File: src/core/cslk_pkg.sv
// Constants and types of the serial slave link configuration block.
// Assumes a 40 MHz system clock shared by the framer and the drive logic.
package cslk_pkg;
   // ==========================================================
   // Timing
   localparam int CLK_HZ = 40_000_000;
   localparam int CLK_PERIOD_NS = 25;
   localparam int TENTH_S_NS = 100_000_000;
   localparam int TENTH_CYCLES = TENTH_S_NS / CLK_PERIOD_NS;
   localparam int BAUD_LO = 9600;
   localparam int BAUD_MID = 19200;
   localparam int BAUD_HI = 38400;
   localparam logic [12:0] DIV_LO = 13'(CLK_HZ / BAUD_LO);
   localparam logic [12:0] DIV_MID = 13'(CLK_HZ / BAUD_MID);
   localparam logic [12:0] DIV_HI = 13'(CLK_HZ / BAUD_HI);
   // ==========================================================
   // Setting numbers on the parameter port
   localparam logic [9:0] IDX_ADDR = 10'h134;
   localparam logic [9:0] IDX_RATE = 10'h136;
   localparam logic [9:0] IDX_FMT = 10'h137;
   localparam logic [9:0] IDX_ACT = 10'h139;
   localparam logic [9:0] IDX_TMO = 10'h13a;
   localparam logic [9:0] IDX_STAT = 10'h13c;
   localparam logic [9:0] IDX_SRC0 = 10'h0dc;
   localparam logic [9:0] IDX_SRC8 = 10'h0e4;
   localparam int SRC_N = 9;
   // ==========================================================
   // Limits and values after reset
   localparam logic [15:0] ADDR_MIN = 16'h0001;
   localparam logic [15:0] ADDR_MAX = 16'h00f7;
   localparam logic [15:0] ADDR_RST = 16'h0001;
   localparam logic [15:0] RATE_MAX = 16'h0002;
   localparam logic [15:0] RATE_RST = 16'h0000;
   localparam logic [15:0] FMT_MAX = 16'h0005;
   localparam logic [15:0] FMT_RST = 16'h0001;
   localparam logic [15:0] FMT_TWO_STOP = 16'h0003;
   localparam logic [15:0] ACT_MAX = 16'h0005;
   localparam logic [15:0] ACT_RST = 16'h0000;
   localparam logic [15:0] TMO_MAX = 16'h2706;
   localparam logic [15:0] TMO_RST = 16'h0000;
   localparam logic [15:0] SRC_RST = 16'h0000;
   // ==========================================================
   // Command classes carried over the link
   localparam int CMD_LR = 0;
   localparam int CMD_REF = 1;
   localparam int CMD_DIR = 2;
   localparam int CMD_RUN = 3;
   localparam int CMD_JOG = 4;
   localparam int CMD_N = 5;
   // ==========================================================
   // Types
   typedef enum logic [2:0] {
      ACT_NONE, ACT_RAMP_STOP, ACT_GEN_DISABLE, ACT_LOCAL, ACT_LOCAL_KEEP, ACT_FAULT
   } cslk_action_t;
   typedef enum logic [1:0] {ST_INACTIVE, ST_ACTIVE, ST_WDOG_ERR} cslk_status_t;
   typedef enum logic [1:0] {CL_NONE, CL_CFG, CL_SRC, CL_RO} cslk_class_t;
endpackage

File: src/core/cslk_top.sv
// Configuration and supervision of the drive's serial slave port.
// Assumes a framer on the same clock that reports characters and message ends.
//
// Notes on behaviour
// - Station address 1 to 247, reset 1; only matching messages are answered.
// - Rate code 0, 1, 2 selects 9600, 19200, 38400 bit/s.
// - 8 data bits; codes 0-2 none/even/odd parity 1 stop, 3-5 two stops; reset 1.
// - Error action 0 none, 1 ramp stop, 2 disable, 3 local, 4 local keep, 5 fault.
// - Address, rate, format, error action writes refused while the motor runs.
// - Read-only settings refuse writes and allow reads.
// - Serial commands act only when the matching source selects serial.
// - No remote keypad while the port is a command or reference source.
// - Terminator on when both switches on, off when both off; mixed invalid.
// - Watchdog error after timeout without valid message; armed by first; zero disables.
// - Link status 0 inactive, 1 active, 2 watchdog error.
`timescale 1ns/1ps
`default_nettype none
module cslk_top #(
   parameter int TENTH_CYCLES = cslk_pkg::TENTH_CYCLES,
   parameter logic [15:0] SRC_SERIAL = 16'h0002
) (
   // Clock and reset
   input wire logic clk,
   input wire logic rst_b,
   // Setting access
   input wire logic par_req,
   input wire logic par_wr,
   input wire logic [9:0] par_idx,
   input wire logic [15:0] par_wdata,
   output logic par_ack,
   output logic par_refused,
   output logic [15:0] par_rdata,
   // Drive state
   input wire logic motor_running,
   input wire logic remote_mode,
   input wire logic iface_present,
   input wire logic fault_reset,
   // Framer
   input wire logic line_idle,
   input wire logic rx_char_err,
   input wire logic msg_end,
   input wire logic msg_crc_ok,
   input wire logic [7:0] msg_addr,
   output logic msg_for_us,
   // Line setup
   output logic [12:0] baud_div,
   output logic parity_en,
   output logic parity_odd,
   output logic two_stop,
   // Commands
   input wire logic [cslk_pkg::CMD_N-1:0] cmd_strobe,
   output logic [cslk_pkg::CMD_N-1:0] cmd_apply,
   output logic keypad_allow,
   // Terminator switch pins
   input wire logic terminator_switch_a,
   input wire logic terminator_switch_b,
   output logic terminator_on,
   output logic terminator_invalid,
   // Supervision
   output logic [1:0] link_status,
   output logic link_timeout_alarm,
   output logic link_timeout_fault,
   output logic err_ramp_stop,
   output logic err_gen_disable,
   output logic err_to_local,
   output logic err_keep_cmds
);
   import cslk_pkg::*;

   // ==========================================================
   // Decoding shared by logic and checks
   function automatic cslk_class_t class_of(input logic [9:0] idx);
      if (idx == IDX_ADDR || idx == IDX_RATE || idx == IDX_FMT || idx == IDX_ACT || idx == IDX_TMO) begin
         return CL_CFG;
      end else if (idx == IDX_STAT) begin
         return CL_RO;
      end else if (idx >= IDX_SRC0 && idx <= IDX_SRC8) begin
         return CL_SRC;
      end
      return CL_NONE;
   endfunction

   function automatic logic value_ok(input logic [9:0] idx, input logic [15:0] v);
      unique case (idx)
         IDX_ADDR: return v >= ADDR_MIN && v <= ADDR_MAX;
         IDX_RATE: return v <= RATE_MAX;
         IDX_FMT: return v <= FMT_MAX;
         IDX_ACT: return v <= ACT_MAX;
         IDX_TMO: return v <= TMO_MAX;
         default: return 1'b1;
      endcase
   endfunction

   function automatic logic [12:0] div_of(input logic [15:0] r);
      unique case (r[1:0])
         2'h1: return DIV_MID;
         2'h2: return DIV_HI;
         default: return DIV_LO;
      endcase
   endfunction

   // ==========================================================
   // Setting store and access answer
   logic [15:0] addr_ff, nxt_addr_ff, rate_ff, nxt_rate_ff, fmt_ff, nxt_fmt_ff;
   logic [15:0] act_ff, nxt_act_ff, tmo_ff, nxt_tmo_ff;
   logic [15:0] src_ff [SRC_N];
   logic [15:0] nxt_src_ff [SRC_N];
   logic ack_ff, nxt_ack_ff, ref_ff, nxt_ref_ff;
   logic [15:0] rdata_ff, nxt_rdata_ff;
   logic [1:0] stat_ff, nxt_stat_ff;
   cslk_class_t cls;
   logic [3:0] src_i;

   assign cls = class_of(par_idx);
   assign src_i = 4'(par_idx - IDX_SRC0);

   always_comb begin
      nxt_addr_ff = addr_ff;
      nxt_rate_ff = rate_ff;
      nxt_fmt_ff = fmt_ff;
      nxt_act_ff = act_ff;
      nxt_tmo_ff = tmo_ff;
      nxt_src_ff = src_ff;
      nxt_ack_ff = par_req;
      nxt_ref_ff = 1'b0;
      nxt_rdata_ff = '0;
      if (par_req && !par_wr) begin
         nxt_ref_ff = (cls == CL_NONE);
         unique case (cls)
            CL_CFG: begin
               unique case (par_idx)
                  IDX_ADDR: nxt_rdata_ff = addr_ff;
                  IDX_RATE: nxt_rdata_ff = rate_ff;
                  IDX_FMT: nxt_rdata_ff = fmt_ff;
                  IDX_ACT: nxt_rdata_ff = act_ff;
                  default: nxt_rdata_ff = tmo_ff;
               endcase
            end
            CL_RO: nxt_rdata_ff = {14'h0000, stat_ff};
            CL_SRC: nxt_rdata_ff = src_ff[src_i];
            default: nxt_rdata_ff = '0;
         endcase
      end else if (par_req) begin
         if (cls == CL_NONE || cls == CL_RO) begin
            nxt_ref_ff = 1'b1;
         end else if (cls == CL_CFG && motor_running) begin
            nxt_ref_ff = 1'b1;
         end else if (!value_ok(par_idx, par_wdata)) begin
            nxt_ref_ff = 1'b1;
         end else if (cls == CL_SRC) begin
            nxt_src_ff[src_i] = par_wdata;
         end else begin
            unique case (par_idx)
               IDX_ADDR: nxt_addr_ff = par_wdata;
               IDX_RATE: nxt_rate_ff = par_wdata;
               IDX_FMT: nxt_fmt_ff = par_wdata;
               IDX_ACT: nxt_act_ff = par_wdata;
               default: nxt_tmo_ff = par_wdata;
            endcase
         end
      end
   end

   always_ff @(posedge clk or negedge rst_b) begin
      if (!rst_b) begin
         addr_ff <= ADDR_RST;
         rate_ff <= RATE_RST;
         fmt_ff <= FMT_RST;
         act_ff <= ACT_RST;
         tmo_ff <= TMO_RST;
         src_ff <= '{default: SRC_RST};
         ack_ff <= 1'b0;
         ref_ff <= 1'b0;
         rdata_ff <= '0;
      end else begin
         addr_ff <= nxt_addr_ff;
         rate_ff <= nxt_rate_ff;
         fmt_ff <= nxt_fmt_ff;
         act_ff <= nxt_act_ff;
         tmo_ff <= nxt_tmo_ff;
         src_ff <= nxt_src_ff;
         ack_ff <= nxt_ack_ff;
         ref_ff <= nxt_ref_ff;
         rdata_ff <= nxt_rdata_ff;
      end
   end

   // ==========================================================
   // Line setup, taken over only between messages
   logic [12:0] div_ff, nxt_div_ff;
   logic pen_ff, nxt_pen_ff, podd_ff, nxt_podd_ff, two_ff, nxt_two_ff;
   logic [15:0] fmt_par;

   assign fmt_par = (fmt_ff >= FMT_TWO_STOP) ? fmt_ff - FMT_TWO_STOP : fmt_ff;

   always_comb begin
      nxt_div_ff = div_ff;
      nxt_pen_ff = pen_ff;
      nxt_podd_ff = podd_ff;
      nxt_two_ff = two_ff;
      // Mid-frame changes would garble the character on the wire
      if (line_idle) begin
         nxt_div_ff = div_of(rate_ff);
         nxt_pen_ff = (fmt_par != 16'h0000);
         nxt_podd_ff = (fmt_par == 16'h0002);
         nxt_two_ff = (fmt_ff >= FMT_TWO_STOP);
      end
   end

   always_ff @(posedge clk or negedge rst_b) begin
      if (!rst_b) begin
         div_ff <= DIV_LO;
         pen_ff <= 1'b1;
         podd_ff <= 1'b0;
         two_ff <= 1'b0;
      end else begin
         div_ff <= nxt_div_ff;
         pen_ff <= nxt_pen_ff;
         podd_ff <= nxt_podd_ff;
         two_ff <= nxt_two_ff;
      end
   end

   // ==========================================================
   // Message qualification and watchdog
   logic bad_ff, nxt_bad_ff, hit_ff, nxt_hit_ff;
   logic wd_exp;

   always_comb begin
      // A character error in the closing cycle still spoils the message
      nxt_bad_ff = msg_end ? 1'b0 : (bad_ff | rx_char_err);
      nxt_hit_ff = msg_end && msg_crc_ok && !bad_ff && !rx_char_err
                   && ({8'h00, msg_addr} == addr_ff);
   end

   always_ff @(posedge clk or negedge rst_b) begin
      if (!rst_b) begin
         bad_ff <= 1'b0;
         hit_ff <= 1'b0;
      end else begin
         bad_ff <= nxt_bad_ff;
         hit_ff <= nxt_hit_ff;
      end
   end

   cslk_watchdog #(.TENTH_CYCLES(TENTH_CYCLES)) u_wd (
      .clk(clk),
      .rst_b(rst_b),
      .msg_good(hit_ff),
      .timeout(tmo_ff),
      .expired(wd_exp)
   );

   // ==========================================================
   // Error action and status
   logic alm_ff, nxt_alm_ff, flt_ff, nxt_flt_ff;
   logic [3:0] errs_ff, nxt_errs_ff;

   always_comb begin
      nxt_alm_ff = wd_exp;
      // Fault stays until reset by the drive; a new fault wins over the reset
      nxt_flt_ff = (wd_exp && act_ff == 16'(ACT_FAULT)) || (flt_ff && !fault_reset);
      nxt_errs_ff = {4{wd_exp}} & {act_ff == 16'(ACT_LOCAL_KEEP), act_ff == 16'(ACT_LOCAL),
                                   act_ff == 16'(ACT_GEN_DISABLE), act_ff == 16'(ACT_RAMP_STOP)};
      if (!iface_present) begin
         nxt_stat_ff = ST_INACTIVE;
      end else if (wd_exp) begin
         nxt_stat_ff = ST_WDOG_ERR;
      end else begin
         nxt_stat_ff = ST_ACTIVE;
      end
   end

   always_ff @(posedge clk or negedge rst_b) begin
      if (!rst_b) begin
         alm_ff <= 1'b0;
         flt_ff <= 1'b0;
         errs_ff <= '0;
         stat_ff <= ST_INACTIVE;
      end else begin
         alm_ff <= nxt_alm_ff;
         flt_ff <= nxt_flt_ff;
         errs_ff <= nxt_errs_ff;
         stat_ff <= nxt_stat_ff;
      end
   end

   // ==========================================================
   // Command source gating and keypad
   logic [CMD_N-1:0] gate, app_ff, nxt_app_ff;
   logic any_serial, kp_ff, nxt_kp_ff;

   always_comb begin
      gate[CMD_LR] = src_ff[0] == SRC_SERIAL;
      gate[CMD_REF] = src_ff[remote_mode ? 2 : 1] == SRC_SERIAL;
      gate[CMD_DIR] = src_ff[remote_mode ? 6 : 3] == SRC_SERIAL;
      gate[CMD_RUN] = src_ff[remote_mode ? 7 : 4] == SRC_SERIAL;
      gate[CMD_JOG] = src_ff[remote_mode ? 8 : 5] == SRC_SERIAL;
      any_serial = 1'b0;
      for (int i = 0; i < SRC_N; i++) begin
         any_serial = any_serial | (src_ff[i] == SRC_SERIAL);
      end
      nxt_app_ff = cmd_strobe & gate;
      nxt_kp_ff = !any_serial;
   end

   always_ff @(posedge clk or negedge rst_b) begin
      if (!rst_b) begin
         app_ff <= '0;
         kp_ff <= 1'b0;
      end else begin
         app_ff <= nxt_app_ff;
         kp_ff <= nxt_kp_ff;
      end
   end

   // ==========================================================
   // Terminator switch
   logic [1:0] sw;
   logic term_ff, nxt_term_ff, tinv_ff, nxt_tinv_ff;

   cslk_sync2 #(.W(2)) u_sw (
      .clk(clk),
      .rst_b(rst_b),
      .d({terminator_switch_b, terminator_switch_a}),
      .q(sw)
   );

   always_comb begin
      // Invalid mix keeps the last legal state rather than guessing
      nxt_term_ff = (sw == 2'b11) ? 1'b1 : (sw == 2'b00) ? 1'b0 : term_ff;
      nxt_tinv_ff = sw[0] ^ sw[1];
   end

   always_ff @(posedge clk or negedge rst_b) begin
      if (!rst_b) begin
         term_ff <= 1'b0;
         tinv_ff <= 1'b0;
      end else begin
         term_ff <= nxt_term_ff;
         tinv_ff <= nxt_tinv_ff;
      end
   end

   // ==========================================================
   // Outputs
   assign par_ack = ack_ff;
   assign par_refused = ref_ff;
   assign par_rdata = rdata_ff;
   assign msg_for_us = hit_ff;
   assign baud_div = div_ff;
   assign parity_en = pen_ff;
   assign parity_odd = podd_ff;
   assign two_stop = two_ff;
   assign cmd_apply = app_ff;
   assign keypad_allow = kp_ff;
   assign terminator_on = term_ff;
   assign terminator_invalid = tinv_ff;
   assign link_status = stat_ff;
   assign link_timeout_alarm = alm_ff;
   assign link_timeout_fault = flt_ff;
   assign {err_keep_cmds, err_to_local, err_gen_disable, err_ramp_stop} = errs_ff;
endmodule
`default_nettype wire

File: src/core/cslk_sync2.sv
// Two flip-flop synchroniser for slow pin levels.
// Assumes inputs are levels that stay put for many clocks.
`timescale 1ns/1ps
`default_nettype none
module cslk_sync2 #(
   parameter int W = 2
) (
   // Clock and reset
   input wire logic clk,
   input wire logic rst_b,
   // Levels
   input wire logic [W-1:0] d,
   output logic [W-1:0] q
);
   logic [W-1:0] meta_ff;
   logic [W-1:0] q_ff;

   // ==========================================================
   // Stages
   always_ff @(posedge clk or negedge rst_b) begin
      if (!rst_b) begin
         meta_ff <= '0;
         q_ff <= '0;
      end else begin
         meta_ff <= d;
         q_ff <= meta_ff;
      end
   end
   assign q = q_ff;
endmodule
`default_nettype wire

File: src/core/cslk_watchdog.sv
// Receive watchdog counting tenths of a second since the last good message.
// Assumes msg_good is a one-cycle pulse per accepted message.
`timescale 1ns/1ps
`default_nettype none
module cslk_watchdog #(
   parameter int TENTH_CYCLES = cslk_pkg::TENTH_CYCLES
) (
   // Clock and reset
   input wire logic clk,
   input wire logic rst_b,
   // Events and setting
   input wire logic msg_good,
   input wire logic [15:0] timeout,
   output logic expired
);
   import cslk_pkg::*;
   logic armed_ff, nxt_armed_ff, exp_ff, nxt_exp_ff;
   logic [31:0] pre_ff, nxt_pre_ff;
   logic [15:0] tenth_ff, nxt_tenth_ff;

   if (TENTH_CYCLES < 1) begin : g_chk
      $error("TENTH_CYCLES must be at least one");
   end

   // ==========================================================
   // Counting
   always_comb begin
      nxt_armed_ff = armed_ff | msg_good;
      nxt_pre_ff = pre_ff;
      nxt_tenth_ff = tenth_ff;
      if (msg_good || !armed_ff) begin
         nxt_pre_ff = '0;
         nxt_tenth_ff = '0;
      end else if (pre_ff == 32'(TENTH_CYCLES - 1)) begin
         nxt_pre_ff = '0;
         // Saturate so a long silence cannot wrap back to good
         if (tenth_ff != 16'hffff) begin
            nxt_tenth_ff = tenth_ff + 16'h0001;
         end
      end else begin
         nxt_pre_ff = pre_ff + 32'h1;
      end
      nxt_exp_ff = nxt_armed_ff && !msg_good && (timeout != 16'h0000)
                   && (nxt_tenth_ff >= timeout);
   end

   always_ff @(posedge clk or negedge rst_b) begin
      if (!rst_b) begin
         armed_ff <= 1'b0;
         pre_ff <= '0;
         tenth_ff <= '0;
         exp_ff <= 1'b0;
      end else begin
         armed_ff <= nxt_armed_ff;
         pre_ff <= nxt_pre_ff;
         tenth_ff <= nxt_tenth_ff;
         exp_ff <= nxt_exp_ff;
      end
   end
   assign expired = exp_ff;
endmodule
`default_nettype wire

File: config.mk
export PLATFORM = sky130hd
export DESIGN_NAME = cslk_top
export DESIGN_NICKNAME = d
export VERILOG_FILES = /design/src/core/cslk_pkg.sv /design/src/core/cslk_top.sv /design/src/core/cslk_sync2.sv /design/src/core/cslk_watchdog.sv
export SDC_FILE = /design/constraint.sdc
export NUM_CORES = 1
export LEC_CHECK = 0
export ABC_AREA = 0
export CORE_MARGIN = 4
export CORE_UTILIZATION = 53
export DETAILED_ROUTE_END_ITERATION = 10
export DONT_BUFFER_PORTS = 1
export GPL_TIMING_DRIVEN = 0
export PLACE_DENSITY = 0.71
export SLEW_MARGIN = 20
export SYNTH_ARGS = -nofsm -noshare
export SYNTH_HDL_FRONTEND = slang
export SYNTH_HIERARCHICAL = 1
export SYNTH_SLANG_ARGS = --single-unit
File: constraint.sdc
create_clock -name clk -period 3.37 [get_ports clk]
set_input_delay 0.5055 -clock clk [delete_from_list [all_inputs] [get_ports clk]]
set_output_delay 0.5055 -clock clk [all_outputs]
set_load 0.02 [all_outputs]
Word-level counts from Yosys, hierarchy flattened
Index checks and enable logic that the tools add are counted.
- bitwise gates (word level): 23
- order comparisons: 15
- multiplexer cells: 54
- equal/unequal tests: 34
- add/subtract/negate cells: 4
- reduce and logical (&&, ||, !) cells: 41
- operators by type and width (kind ; number):
    $bmux W16 S4 ; 5
    $eq A16 B2 Y1 const B ; 16
    $mux W16 ; 16
    $bwmux W144 ; 1
    $ge A32 B5 Y1 const B ; 4
    $demux W16 S4 ; 1
    $mux W32 ; 2
    $not A3 Y32 ; 2
    $pmux W16 S4 ; 1
    $eq A10 B9 Y1 const B ; 6
    $pmux W16 S3 ; 1
    $reduce_and A7 Y1 ; 5
    $add A32 B1 Y32 const B ; 1
    $eq A16 B3 Y1 const B ; 2
    $eq A32 B22 Y1 const B ; 1
    $not A2 Y32 ; 1
    $not A4 Y32 ; 1
    $reduce_bool A16 Y1 ; 2
    $pmux W13 S2 ; 1
    $add A16 B1 Y16 const B ; 1
    $eq A16 B1 Y1 const B ; 1
    $eq A8 B16 Y1 ; 1
    $ge A16 B1 Y1 const B ; 1
    $ge A16 B16 Y1 ; 1
    33 further kinds ; 97
- bits in registers: 330
- bits of input ports: 53
- output and inout port bits: 51

Logic depth before layout (Yosys ltp)
Gate-level depths: netlist of the first run.
- depth after elaboration: 18
- gate-level depth with buffers: 15

By module
The synthesis of the first run kept the hierarchy.
- by module, submodules not included (module ; area an instance (um2) ; instances ; cells each):
    cslk_top ; 12767.2 ; 1 ; 995
    cslk_watchdog ; 3030.4 ; 1 ; 327
    cslk_sync2 ; 100.1 ; 1 ; 4

Worst setup path after synthesis of the first run
OpenSTA, ideal clock, no wires.
- path type: register -> register
- start point: register u_wd.tenth_ff[0]
- end point: register u_wd.exp_ff, in the netlist u_wd/expired
- cell stages (with the launch flop): 16
- path slack: -0.034 ns
- data arrival time: 3.278 ns
- clock period less this slack: 3.404 ns
- cell sequence: dfrtp_1 > ha_1 > and3_1 > and2_1 > buf_6 > and3_4 > buf_6 > buf_2 > nor3_1 > o21ai_0 > ha_1 > nand2b_1 > a2111oi_0 > nor4_1 > or3_1 > o311a_1
- word-level cells in the longest chain between the ends: 6
- elaborated cells on any way between the ends: 7
- RTL lines (element ; line ; source):
    start: declaration ; cslk_watchdog.sv:19 ; logic [15:0] tenth_ff, nxt_tenth_ff;
    start signal: assignment ; cslk_watchdog.sv:56 ; tenth_ff <= nxt_tenth_ff;
    $add A16 B1 Y16 or $ne A16 B16 Y1 (tied branches) ; cslk_watchdog.sv:38, cslk_watchdog.sv:37 ;
    $mux W16 ; cslk_watchdog.sv:37 ; if (tenth_ff != 16'hffff) begin
    $mux W16 * ; cslk_watchdog.sv:34 ; end else if (pre_ff == 32'(TENTH_CYCLES - 1)) begin
    $mux W16 * ; cslk_watchdog.sv:31 ; if (msg_good || !armed_ff) begin
    $ge A16 B16 Y1 * ; cslk_watchdog.sv:44 ; && (nxt_tenth_ff >= timeout);
    $logic_and A1 B1 Y1 * ; cslk_watchdog.sv:44 ;
    net u_wd.nxt_exp_ff ; cslk_watchdog.sv:17 ; logic armed_ff, nxt_armed_ff, exp_ff, nxt_exp_ff;
    end signal: assignment ; cslk_watchdog.sv:57 ; exp_ff <= nxt_exp_ff;
    end: declaration ; cslk_watchdog.sv:17 ;
Mark *: on every way through the listed nets, which the timed path passes. The rest lies on a longest branch.
A chain may end at the register's enable or synchronous reset.

Worst setup path after layout of the first run
- start point: register u_wd.pre_ff[8]
- end point: register u_wd.exp_ff, in the netlist u_wd/expired
- word-level cells in the longest chain between the ends: 5
- RTL lines (element ; line ; source):
    start: declaration ; cslk_watchdog.sv:18 ; logic [31:0] pre_ff, nxt_pre_ff;
    start signal: assignment ; cslk_watchdog.sv:55 ; pre_ff <= nxt_pre_ff;
    $eq A32 B22 Y1 ; cslk_watchdog.sv:34 ;
    $mux W16 ; cslk_watchdog.sv:34 ;
    $mux W16 ; cslk_watchdog.sv:31 ;
    net u_wd.nxt_tenth_ff[5] ; cslk_watchdog.sv:19 ;
    $ge A16 B16 Y1 ; cslk_watchdog.sv:44 ;
    $logic_and A1 B1 Y1 ; cslk_watchdog.sv:44 ;
    net u_wd.nxt_exp_ff ; cslk_watchdog.sv:17 ;
The timed path passes the listed nets, and every way through them passes these cells.

==> impl_metrics.json, run 1 <==
{
  "status": "finished with violations",
  "violations": "negative hold slack, negative setup slack",
  "yosysTopAreaCell": "dfrtp_1",
  "yosys-top-cells-area": "dfrtp_1, mux2_2, mux4_2",
  "hp-class": "input pin to async pin",
  "rows": 63,
  "h-tree-depth": 2,
  "io_pins": 104,
  "synth-xor-area-share_pct": 2.04,
  "p_per_area_mw_per_mm2": 453,
  "post-route-period-util_pct": 102,
  "die_h_um": 181,
  "avgSynthCellArea_um2": 12.0,
  "fillCellCount": 2381,
  "grt_antenna_before_repair": 2,
  "path_max_fanout": 6,
  "synthSimpleGateAreaFrac_pct": 15.0,
  "grt_pass1_wl_mm": 64.5,
  "synth_warnings": 6,
  "fin_skew_ns": 0.0123,
  "max_freq_mhz": 292,
  "synth-seq-cells": 322,
  "postRouteWirelength_mm": 40.9,
  "final_hold_viol_count": 318,
  "setup_ws_ns": -0.0532,
  "fin_worst_hold_slack_ns": -0.299,
  "reg2reg_setup_slack_ns": -0.05,
  "wl_per_cell_um": 22.7,
  "num_vias": 11200,
  "grt_max_degree": 323,
  "muxShareOfSynthArea_pct": 18.7,
  "end_kind": "flip-flop",
  "synthAdderAreaFrac_pct": 2.28,
  "die_w_um": 181,
  "async_flop_share_pct": 100,
  "worstPathArrival_ns": 3.81,
  "grt_pass1_vias": 11400,
  "cp-start-kind": "flip-flop",
  "placed_cell_area_mm2": 0.0164,
  "hpwlAfterDp_mm": 29.0,
  "cap_violations": 0,
  "antenna_cells": 0,
  "path_clk_slew_ns": 0.07,
  "cts-root-buf": "clkbuf_16",
  "clkLatencyLatePin_ns": 0.51,
  "setup_violations": 1,
  "rr_startpoint": "u_wd/pre_ff[8]",
  "area_growth_pct": 12.9,
  "path_class": "flip-flop to flip-flop",
  "cts_tree": "done",
  "vias_per_cell": 6.23,
  "r2r_end": "u_wd/expired",
  "synth_top_area_share_pct": 49.9,
  "finalInstanceArea_mm2": 0.0179,
  "ir_worst_vdd_mv": 0.451,
  "numCtsBuffers": 35,
  "yosysSeqAreaShare_pct": 50.7,
  "synthCells": 1326,
  "ys.flop_type": "dfrtp_1",
  "core_area_mm2": 0.0296,
  "netlist_area_mm2": 0.0159,
  "worst_slew_pin_slew_ns": 1.01,
  "power.total_w": 0.00814,
  "synth_compound_area_share_pct": 7.62,
  "critPathRequiredTime_ns": 3.75,
  "p_leak_nw": 8.22,
  "fin_tns_setup_ns": -0.0532,
  "place_congestion": 0.957,
  "start_util_pct": 53.6,
  "drive_gt1_share_pct": 26.4,
  "grtUsageTotal_pct": 24.5,
  "reg2reg_depth": 11,
  "rsz0062_at_grt": "yes",
  "first_pass_iters": 5,
  "clkSinkCount": 322,
  "period_needed_ns": 3.42,
  "drc": 0,
  "fin_nets": 1470,
  "port_buffers": 0,
  "synth-edff-count": 0,
  "drt_iter0_drc": 940,
  "clockBufferDepth": 3,
  "postRouteAntennaNets": 0,
  "synth_top_family_by_area": "multiplexers",
  "startpoint": "u_wd/pre_ff[8]",
  "grt_overflow_total": 0,
  "ys_types": 79,
  "slew_viol_final": 0,
  "slew_headroom_pct": 32.2,
  "dieArea_mm2": 0.0328
}
-- worst max path at each step --
| stage | end | slack (ns) | depth (start not counted) |
|---|---|---|---|
| after global routing | u_wd/expired | -0.20 | 10 |
| after CTS | u_wd/expired | -0.07 | 11 |
| after floorplan | u_wd/expired | 0.0002 | 15 |
| after detailed placement | tmo_ff[0] | -0.60 | 9 |
| after global placement | tmo_ff[0] | -0.53 | 9 |
| final | u_wd/expired | -0.05 | 11 |
-- power breakdown --
| part | internal, W | switching (W) | total [W] |
|---|---|---|---|
| Sequential | 0.00389 | 0.0000215 | 0.00391 |
| Clock | 0.00245 | 0.00155 | 0.00400 |
| Combinational | 0.0000725 | 0.000157 | 0.000229 |
-- layout by cell type, fill, tap and decap left out, types with 27 or more instances in the layout --
cell,instances
a21oi_1,47
a22oi_1,28
and2_1,59
buf_4,33
clkbuf_1,49
clkbuf_16,37
dfrtp_1,316
ha_1,27
inv_1,33
mux2_2,176
mux4_2,32
nand2_1,56
nand3_1,30
nand4_1,34
nor2_1,73
nor4_1,38
o21ai_0,32
xor2_1,29
-- registers in the layout, summed over array words and instances, names as in the netlist, 2 cells and up --
signal and flops:
cmd_apply 5, tmo_ff 16, rate_ff 16, link_status 2
errs_ff 4, fmt_ff 16, src_ff 144, baud_div 5
par_rdata 16, u_wd/pre_ff 32, act_ff 16, u_sw/meta_ff 2
u_sw/q 2, addr_ff 16, u_wd/tenth_ff 16
-- cells in the mapped netlist (all sizes together), types with 12 or more instances --
master,count
xor2,29
dfrtp,317
buf,40
clkbuf,45
and3,19
nor2,82
mux2,190
nor4b,14
inv,33
a221oi,15
a22oi,28
ha,29
nand4,35
nand2,56
a21oi,53
mux4,32
o21ai,34
nor4,45
nor3,12
and2,60
nand3,30
mux2i,12
-- metrics by stage --
| stage | setup slack (ns) | std cells | utilization, % |
|---|---|---|---|
| floorplan | 0.000176 | 1329 | - |
| global placement | -0.532 | 1719 | 55.3 |
| detailed placement | -0.605 | 1719 | 55.3 |
| CTS | -0.0656 | 1790 | 59.9 |
| global route | -0.204 | 1803 | 60.6 |
| finish | -0.0532 | 1803 | 60.6 |
-- cell families after synthesis --
family,Yosys count
buffers and inverters,119
and+or+nand+nor,406
DFF,322
muxes,234
adders and majority gates,29
AOI/OAI and AO/OA,178
other,1
xor gates and xnor gates,37
-- what timing repair did --
| item | CTS | global route |
|---|---|---|
| pin swaps | 5 | 20 |
| resized for setup | 15 | 25 |
| buffers inserted | 9 | 14 |
| setup endpoints to repair | 9 | 16 |
| endpoints found under the hold margin | 322 | 324 |
-- routing by layer --
metal	vias to the layer above	GRT usage [%]	wire, µm
met4	2	6.96	1090
met3	80	4.57	2570
met1	5740	33.1	17300
met5	-	0	13
met2	415	40.7	20000
li1	4991	-	-
-- cell type report --
type | instances | area [µm²] | area share (%)
Buffer | 82 | 419 | 2.34
Clock buffer | 49 | 1030 | 5.74
Clock inverter | 13 | 176 | 0.983
Inverter | 34 | 128 | 0.711
Multi-Input combinational cell | 888 | 7450 | 41.5
Sequential cell | 322 | 8070 | 44.9
Tap cell | 390 | 488 | 2.72
Timing Repair Buffer | 25 | 196 | 1.09
-- worst max-delay path, stage by stage (launching register included) --
cell	delay, ns
dfrtp_1	0.43
nor4_2	0.31
and4_4	0.29
nand4_1	0.21
buf_4	0.23
or4_1	0.48
a21oi_2	0.17
ha_1	0.27
nand4_1	0.12
nor4_2	0.05
or3_1	0.38
o311a_1	0.36
Note: power is estimated with default switching activity, not from simulation.
==> run 2, diff against run 1 <==
--- a/config.mk
+++ b/config.mk
@@ -11,6 +11,7 @@
 export DETAILED_ROUTE_END_ITERATION = 10
 export DONT_BUFFER_PORTS = 1
 export GPL_TIMING_DRIVEN = 0
+export MAX_ROUTING_LAYER = met4
 export PLACE_DENSITY = 0.71
 export SLEW_MARGIN = 20
 export SYNTH_ARGS = -nofsm -noshare
==> impl_metrics.json, run 2 (synthesis results as in run 1) <==
{
  "numCtsBuffers": 35,
  "rr_startpoint": "u_wd/tenth_ff[0]",
  "top_regs": "src_ff: 144 flops, u_wd/pre_ff: 32 flops",
  "p_per_area_mw_per_mm2": 453,
  "path_max_fanout": 8,
  "worst_slew_pin_slew_ns": 0.997,
  "drive_gt1_share_pct": 26.5,
  "cp-start-kind": "flip-flop",
  "wl_per_cell_um": 22.6,
  "place_congestion": 0.975,
  "grt_pass1_vias": 11400,
  "p_int_w": 0.00640,
  "p_leak_nw": 8.25,
  "rsz0062_at_grt": "yes",
  "swShare_pct": 21.3,
  "largest-register": "src_ff",
  "finalInstanceArea_mm2": 0.0180,
  "vias_per_cell": 6.17,
  "postRouteAntennaNets": 0,
  "grtUsageTotal_pct": 25.2,
  "grt_antenna_before_repair": 2,
  "max_freq_mhz": 287,
  "largest_reg_flops": 144,
  "switching_power_w": 0.00174,
  "end_kind": "flip-flop",
  "hp-class": "input pin to async pin",
  "rows": 63,
  "status": "finished with violations",
  "seq_power_share_pct": 48.0,
  "slew_viol_final": 0,
  "drc": 0,
  "grt_pass1_wl_mm": 64.5,
  "fin_nets": 1474,
  "hpwlAfterDp_mm": 29.0,
  "final_common_cell": "dfrtp_1",
  "mostFrequentLayoutCells": "dfrtp_1, mux2_2, nor2_1, and2_1, nand2_1",
  "setup_violations": 1,
  "post-route-period-util_pct": 104,
  "reg2reg_setup_slack_ns": -0.12,
  "r2r_end": "u_wd/expired",
  "ir_worst_vdd_mv": 0.451,
  "path_clk_slew_ns": 0.06,
  "cts-root-buf": "clkbuf_16",
  "clkLatencyLatePin_ns": 0.51,
  "period_needed_ns": 3.49,
  "startpoint": "u_wd/tenth_ff[0]",
  "final_hold_viol_count": 318,
  "fin_tns_setup_ns": -0.119,
  "slew_headroom_pct": 33.5,
  "drt_iter0_drc": 887,
  "h-tree-depth": 2,
  "violations": "negative hold slack, negative setup slack",
  "start_util_pct": 53.6,
  "cts_tree": "done",
  "fin_skew_ns": 0.00914,
  "clock_power_share_pct": 49.2,
  "pre_cts_slack_ns": -0.605,
  "p_comb_share_pct": 2.8,
  "die_h_um": 181,
  "fin_worst_hold_slack_ns": -0.298,
  "first_pass_iters": 5,
  "setup_ws_ns": -0.119,
  "cap_violations": 0,
  "worstPathArrival_ns": 3.87,
  "critPathRequiredTime_ns": 3.75,
  "path_class": "flip-flop to flip-flop",
  "dieArea_mm2": 0.0328,
  "port_buffers": 0,
  "reg2reg_depth": 14,
  "postRouteWirelength_mm": 40.9,
  "num_vias": 11200,
  "die_w_um": 181,
  "area_growth_pct": 13.1,
  "grt_overflow_total": 0,
  "core_area_mm2": 0.0296,
  "utilization_pct": 60.6,
  "placed_cell_area_mm2": 0.0164,
  "clkSinkCount": 322,
  "grt_max_degree": 323,
  "io_pins": 104,
  "clockBufferDepth": 3
}
## run 2: changes by cell type in the layout (fill, tap and decap cells not counted)
cell,change
ha_2,-1
buf_6,+1
ha_1,+1
o31ai_2,-1
a21oi_4,-1
diode_2,+2
buf_4,+3
a21oi_2,+1
o31ai_1,+1
## run 2: per-stage QoR
stage          instances  total power [W]
2_1_floorplan       1329          0.00413
3_3_place_gp        1719          0.00419
3_5_place_dp        1719          0.00420
4_1_cts             1790          0.00819
5_1_grt             1809          0.00840
6_report            1809          0.00814
## run 2: per-layer routing
layer / routed length, µm / share of wire, % / vias to the layer above / GRT usage (%)
li1: - / - / 5005 / -
met1: 17300 / 42 / 5673 / 33.4
met2: 20000 / 49 / 392 / 40.7
met3: 2420 / 5.9 / 90 / 4.31
met4: 1180 / 2.9 / 0 / 7.02
met5: 0 / 0 / - / -
## run 2: final cells by class
class	instances	area [µm²]
Timing Repair Buffer	28	219
Antenna cell	2	5.00
Inverter	34	128
Clock inverter	13	176
Tap cell	390	488
Buffer	83	430
Multi-Input combinational cell	888	7430
Clock buffer	49	1030
Sequential cell	322	8070
Fill cell	2379	11700
## run 2: repair_timing
item / 4_1_cts / 5_1_grt
resized for setup: 15 / 22
setup buffers: 9 / 17
endpoints found under the setup margin: 9 / 16
pin swaps: 5 / 20
hold endpoints to repair: 322 / 324
## run 2: worst max-delay path: stages (launching register included)
cell and delay [ns]:
dfrtp_1 0.40, ha_2 0.19, and3_4 0.18, and2_4 0.13, buf_6 0.11, and3_4 0.21, buf_8 0.14, nor3_4 0.19
o21ai_2 0.10, ha_1 0.32, nand2b_4 0.15, a2111oi_4 0.37, nor4_2 0.10, or3_1 0.38, o311a_1 0.36
## run 2: how the worst max path moves through the flow
stage / slack, ns / to
after floorplan: 0.0002 / u_wd/expired
after global placement: -0.53 / tmo_ff[0]
after detailed placement: -0.60 / tmo_ff[0]
after CTS: -0.07 / u_wd/expired
after global routing: -0.21 / u_wd/expired
final: -0.12 / u_wd/expired
## run 2: power by group through the flow
stage                     Sequential [W]  Clock, W  Combinational [W]
final                            0.00391   0.00400           0.000229
after detailed placement         0.00398         0           0.000221
after floorplan                  0.00397         0           0.000155
after global placement           0.00398         0           0.000217
after CTS                        0.00391   0.00405           0.000223
after global routing             0.00391   0.00424           0.000245
==> run 3, diff against run 2 <==
--- a/config.mk
+++ b/config.mk
@@ -13,6 +13,7 @@
 export GPL_TIMING_DRIVEN = 0
 export MAX_ROUTING_LAYER = met4
 export PLACE_DENSITY = 0.71
+export RECOVER_POWER = 100
 export SLEW_MARGIN = 20
 export SYNTH_ARGS = -nofsm -noshare
 export SYNTH_HDL_FRONTEND = slang
==> impl_metrics.json, run 3 (synthesis results as in run 1) <==
{
  "status": "finished with violations",
  "violations": "negative hold slack, negative setup slack",
  "clockBufferDepth": 3,
  "first_pass_iters": 5,
  "seq_power_share_pct": 48.0,
  "fin_worst_hold_slack_ns": -0.298,
  "swShare_pct": 21.3,
  "final_cell_count_no_fill": 1809,
  "cap_violations": 0,
  "drc": 0,
  "final_hold_viol_count": 319,
  "drive_gt1_share_pct": 25.8,
  "grtUsageMet3_pct": 4.31,
  "path_max_fanout": 8,
  "rsz0062_at_grt": "yes",
  "met1_usage_pct": 33.4,
  "grt_antenna_before_repair": 2,
  "place_congestion": 0.975,
  "grtUsageTotal_pct": 25.2,
  "cts-root-buf": "clkbuf_16",
  "rows": 63,
  "mostFrequentLayoutCells": "dfrtp_1, mux2_2, nor2_1, nand2_1",
  "slowest_stage": "dfrtp_1",
  "critPathRequiredTime_ns": 3.75,
  "numCtsBuffers": 35,
  "area_growth_pct": 12.9,
  "hpwlAfterDp_mm": 29.0,
  "cpMostUsedCell": "and3_4",
  "p_comb_share_pct": 2.8,
  "cts_tree": "done",
  "grt_overflow_total": 0,
  "end_kind": "flip-flop",
  "clock_power_share_pct": 49.2,
  "seq_area_mm2": 0.00807,
  "fillCellCount": 2387,
  "dp_cells": 1719,
  "ir_worst_vdd_mv": 0.451,
  "p_int_w": 0.00640,
  "postRouteWirelength_mm": 41.0,
  "fin_skew_ns": 0.00722,
  "top_regs": "src_ff: 144 flops, u_wd/pre_ff: 32 flops",
  "switching_power_w": 0.00174,
  "path_class": "flip-flop to flip-flop",
  "h-tree-depth": 2,
  "reg2reg_depth": 14,
  "setup_violations": 1,
  "pre_cts_slack_ns": -0.605,
  "p_leak_nw": 8.22,
  "cp-start-kind": "flip-flop",
  "vias_per_cell": 6.19,
  "num_vias": 11200,
  "clkLatencyLatePin_ns": 0.51,
  "io_pins": 104,
  "final_common_cell": "dfrtp_1",
  "worstPathCellList": "ha_2, and3_4, and2_4, buf_6, and3_4, buf_8, nor3_4, o21ai_2, ha_1, nand2b_4, a2111oi_4, nor4_2, or3_1, o311a_1",
  "die_w_um": 181,
  "die_h_um": 181,
  "period_needed_ns": 3.49,
  "grt_pass1_wl_mm": 64.5,
  "start_util_pct": 53.6,
  "post-route-period-util_pct": 104,
  "max_freq_mhz": 286,
  "core_area_mm2": 0.0296,
  "worstPathArrival_ns": 3.87,
  "fin_nets": 1474,
  "drt_iter0_drc": 878,
  "multi_input_area_mm2": 0.00743,
  "hp-class": "input pin to async pin",
  "grt_pass1_vias": 11400,
  "worst_slew_pin_slew_ns": 0.995,
  "port_buffers": 0,
  "slew_headroom_pct": 33.6,
  "setup_ws_ns": -0.122,
  "p_per_area_mw_per_mm2": 453,
  "postRouteAntennaNets": 0,
  "cpPeakStageDelay_ns": 0.40,
  "clkSinkCount": 322,
  "largest_reg_flops": 144,
  "wl_per_cell_um": 22.7,
  "dieArea_mm2": 0.0328,
  "largest-register": "src_ff",
  "grt_max_degree": 323,
  "grtUsageMet2_pct": 40.7,
  "busiest_layer": "met2",
  "slew_viol_final": 0,
  "path_clk_slew_ns": 0.06
}
## run 3: changes by cell type in the layout (fill, tap and decap cells not counted)
cell	delta
dfstp_1	+3
and2_1	-5
and2_0	+5
nor3_2	-1
nor3_1	+1
dfstp_2	-3
clkbuf_1	+5
buf_4	-5
## run 3: power groups by stage
stage                     clock [W]  sequential [W]  combinational (W)
after global routing        0.00424         0.00391           0.000245
after floorplan                   0         0.00397           0.000155
after detailed placement          0         0.00398           0.000221
after CTS                   0.00405         0.00391           0.000223
after global placement            0         0.00398           0.000217
final                       0.00400         0.00391           0.000229
## run 3: final timing paths
path,to,from,slack [ns]
worst min-delay path,u_sw/q[1],rst_b,-0.30
max in group asynchronous,src_ff[37],rst_b,2.93
min in group clk,par_ack,par_req,0.02
worst max register to register,u_wd/expired,u_wd/tenth_ff[0],-0.12
worst min register to register,u_sw/q[0],u_sw/meta_ff[0],0.36
worst max-delay path,u_wd/expired,u_wd/tenth_ff[0],-0.12
## run 3: layout make-up
class,instances,share of cell area [%]
clock buffer,49,5.74
multi-input combinational,888,41.4
clock inverter,13,0.983
tap,390,2.72
inverter,34,0.711
timing repair buffer,28,1.20
sequential,322,44.9
buffer,83,2.31
antenna,2,0.0279
## run 3: critical path: cells and delay by family, from the launching register on
kind	cells	cell delay, ns
DFF	1	0.40
adders and majority gates	2	0.51
and+or+nand+nor	7	1.35
buffers and inverters	2	0.25
AOI/OAI and AO/OA	3	0.84
## run 3: what timing repair did
item                                    in CTS  in global routing
hold endpoints to repair                   322                324
resized for setup                           15                 22
endpoints found under the setup margin       9                 16
pin swaps                                    5                 20
setup buffers                                9                 17
## run 3: stage by stage
stage | TNS, ns | power, W | util (%) | cell area (µm²)
floorplan | 0 | 0.00413 | - | 15900
global placement | -23.02 | 0.00419 | 55.3 | 16400
detailed placement | -26.48 | 0.00420 | 55.3 | 16400
CTS | -0.0656 | 0.00819 | 59.9 | 17800
global route | -0.213 | 0.00839 | 60.6 | 17900
finish | -0.122 | 0.00814 | 60.6 | 17900
## run 3: metal layers
layer	share of wire (%)	wire length [µm]
met5	0	0
met4	2.9	1170
met3	6.0	2450
met2	49	20000
met1	42	17300
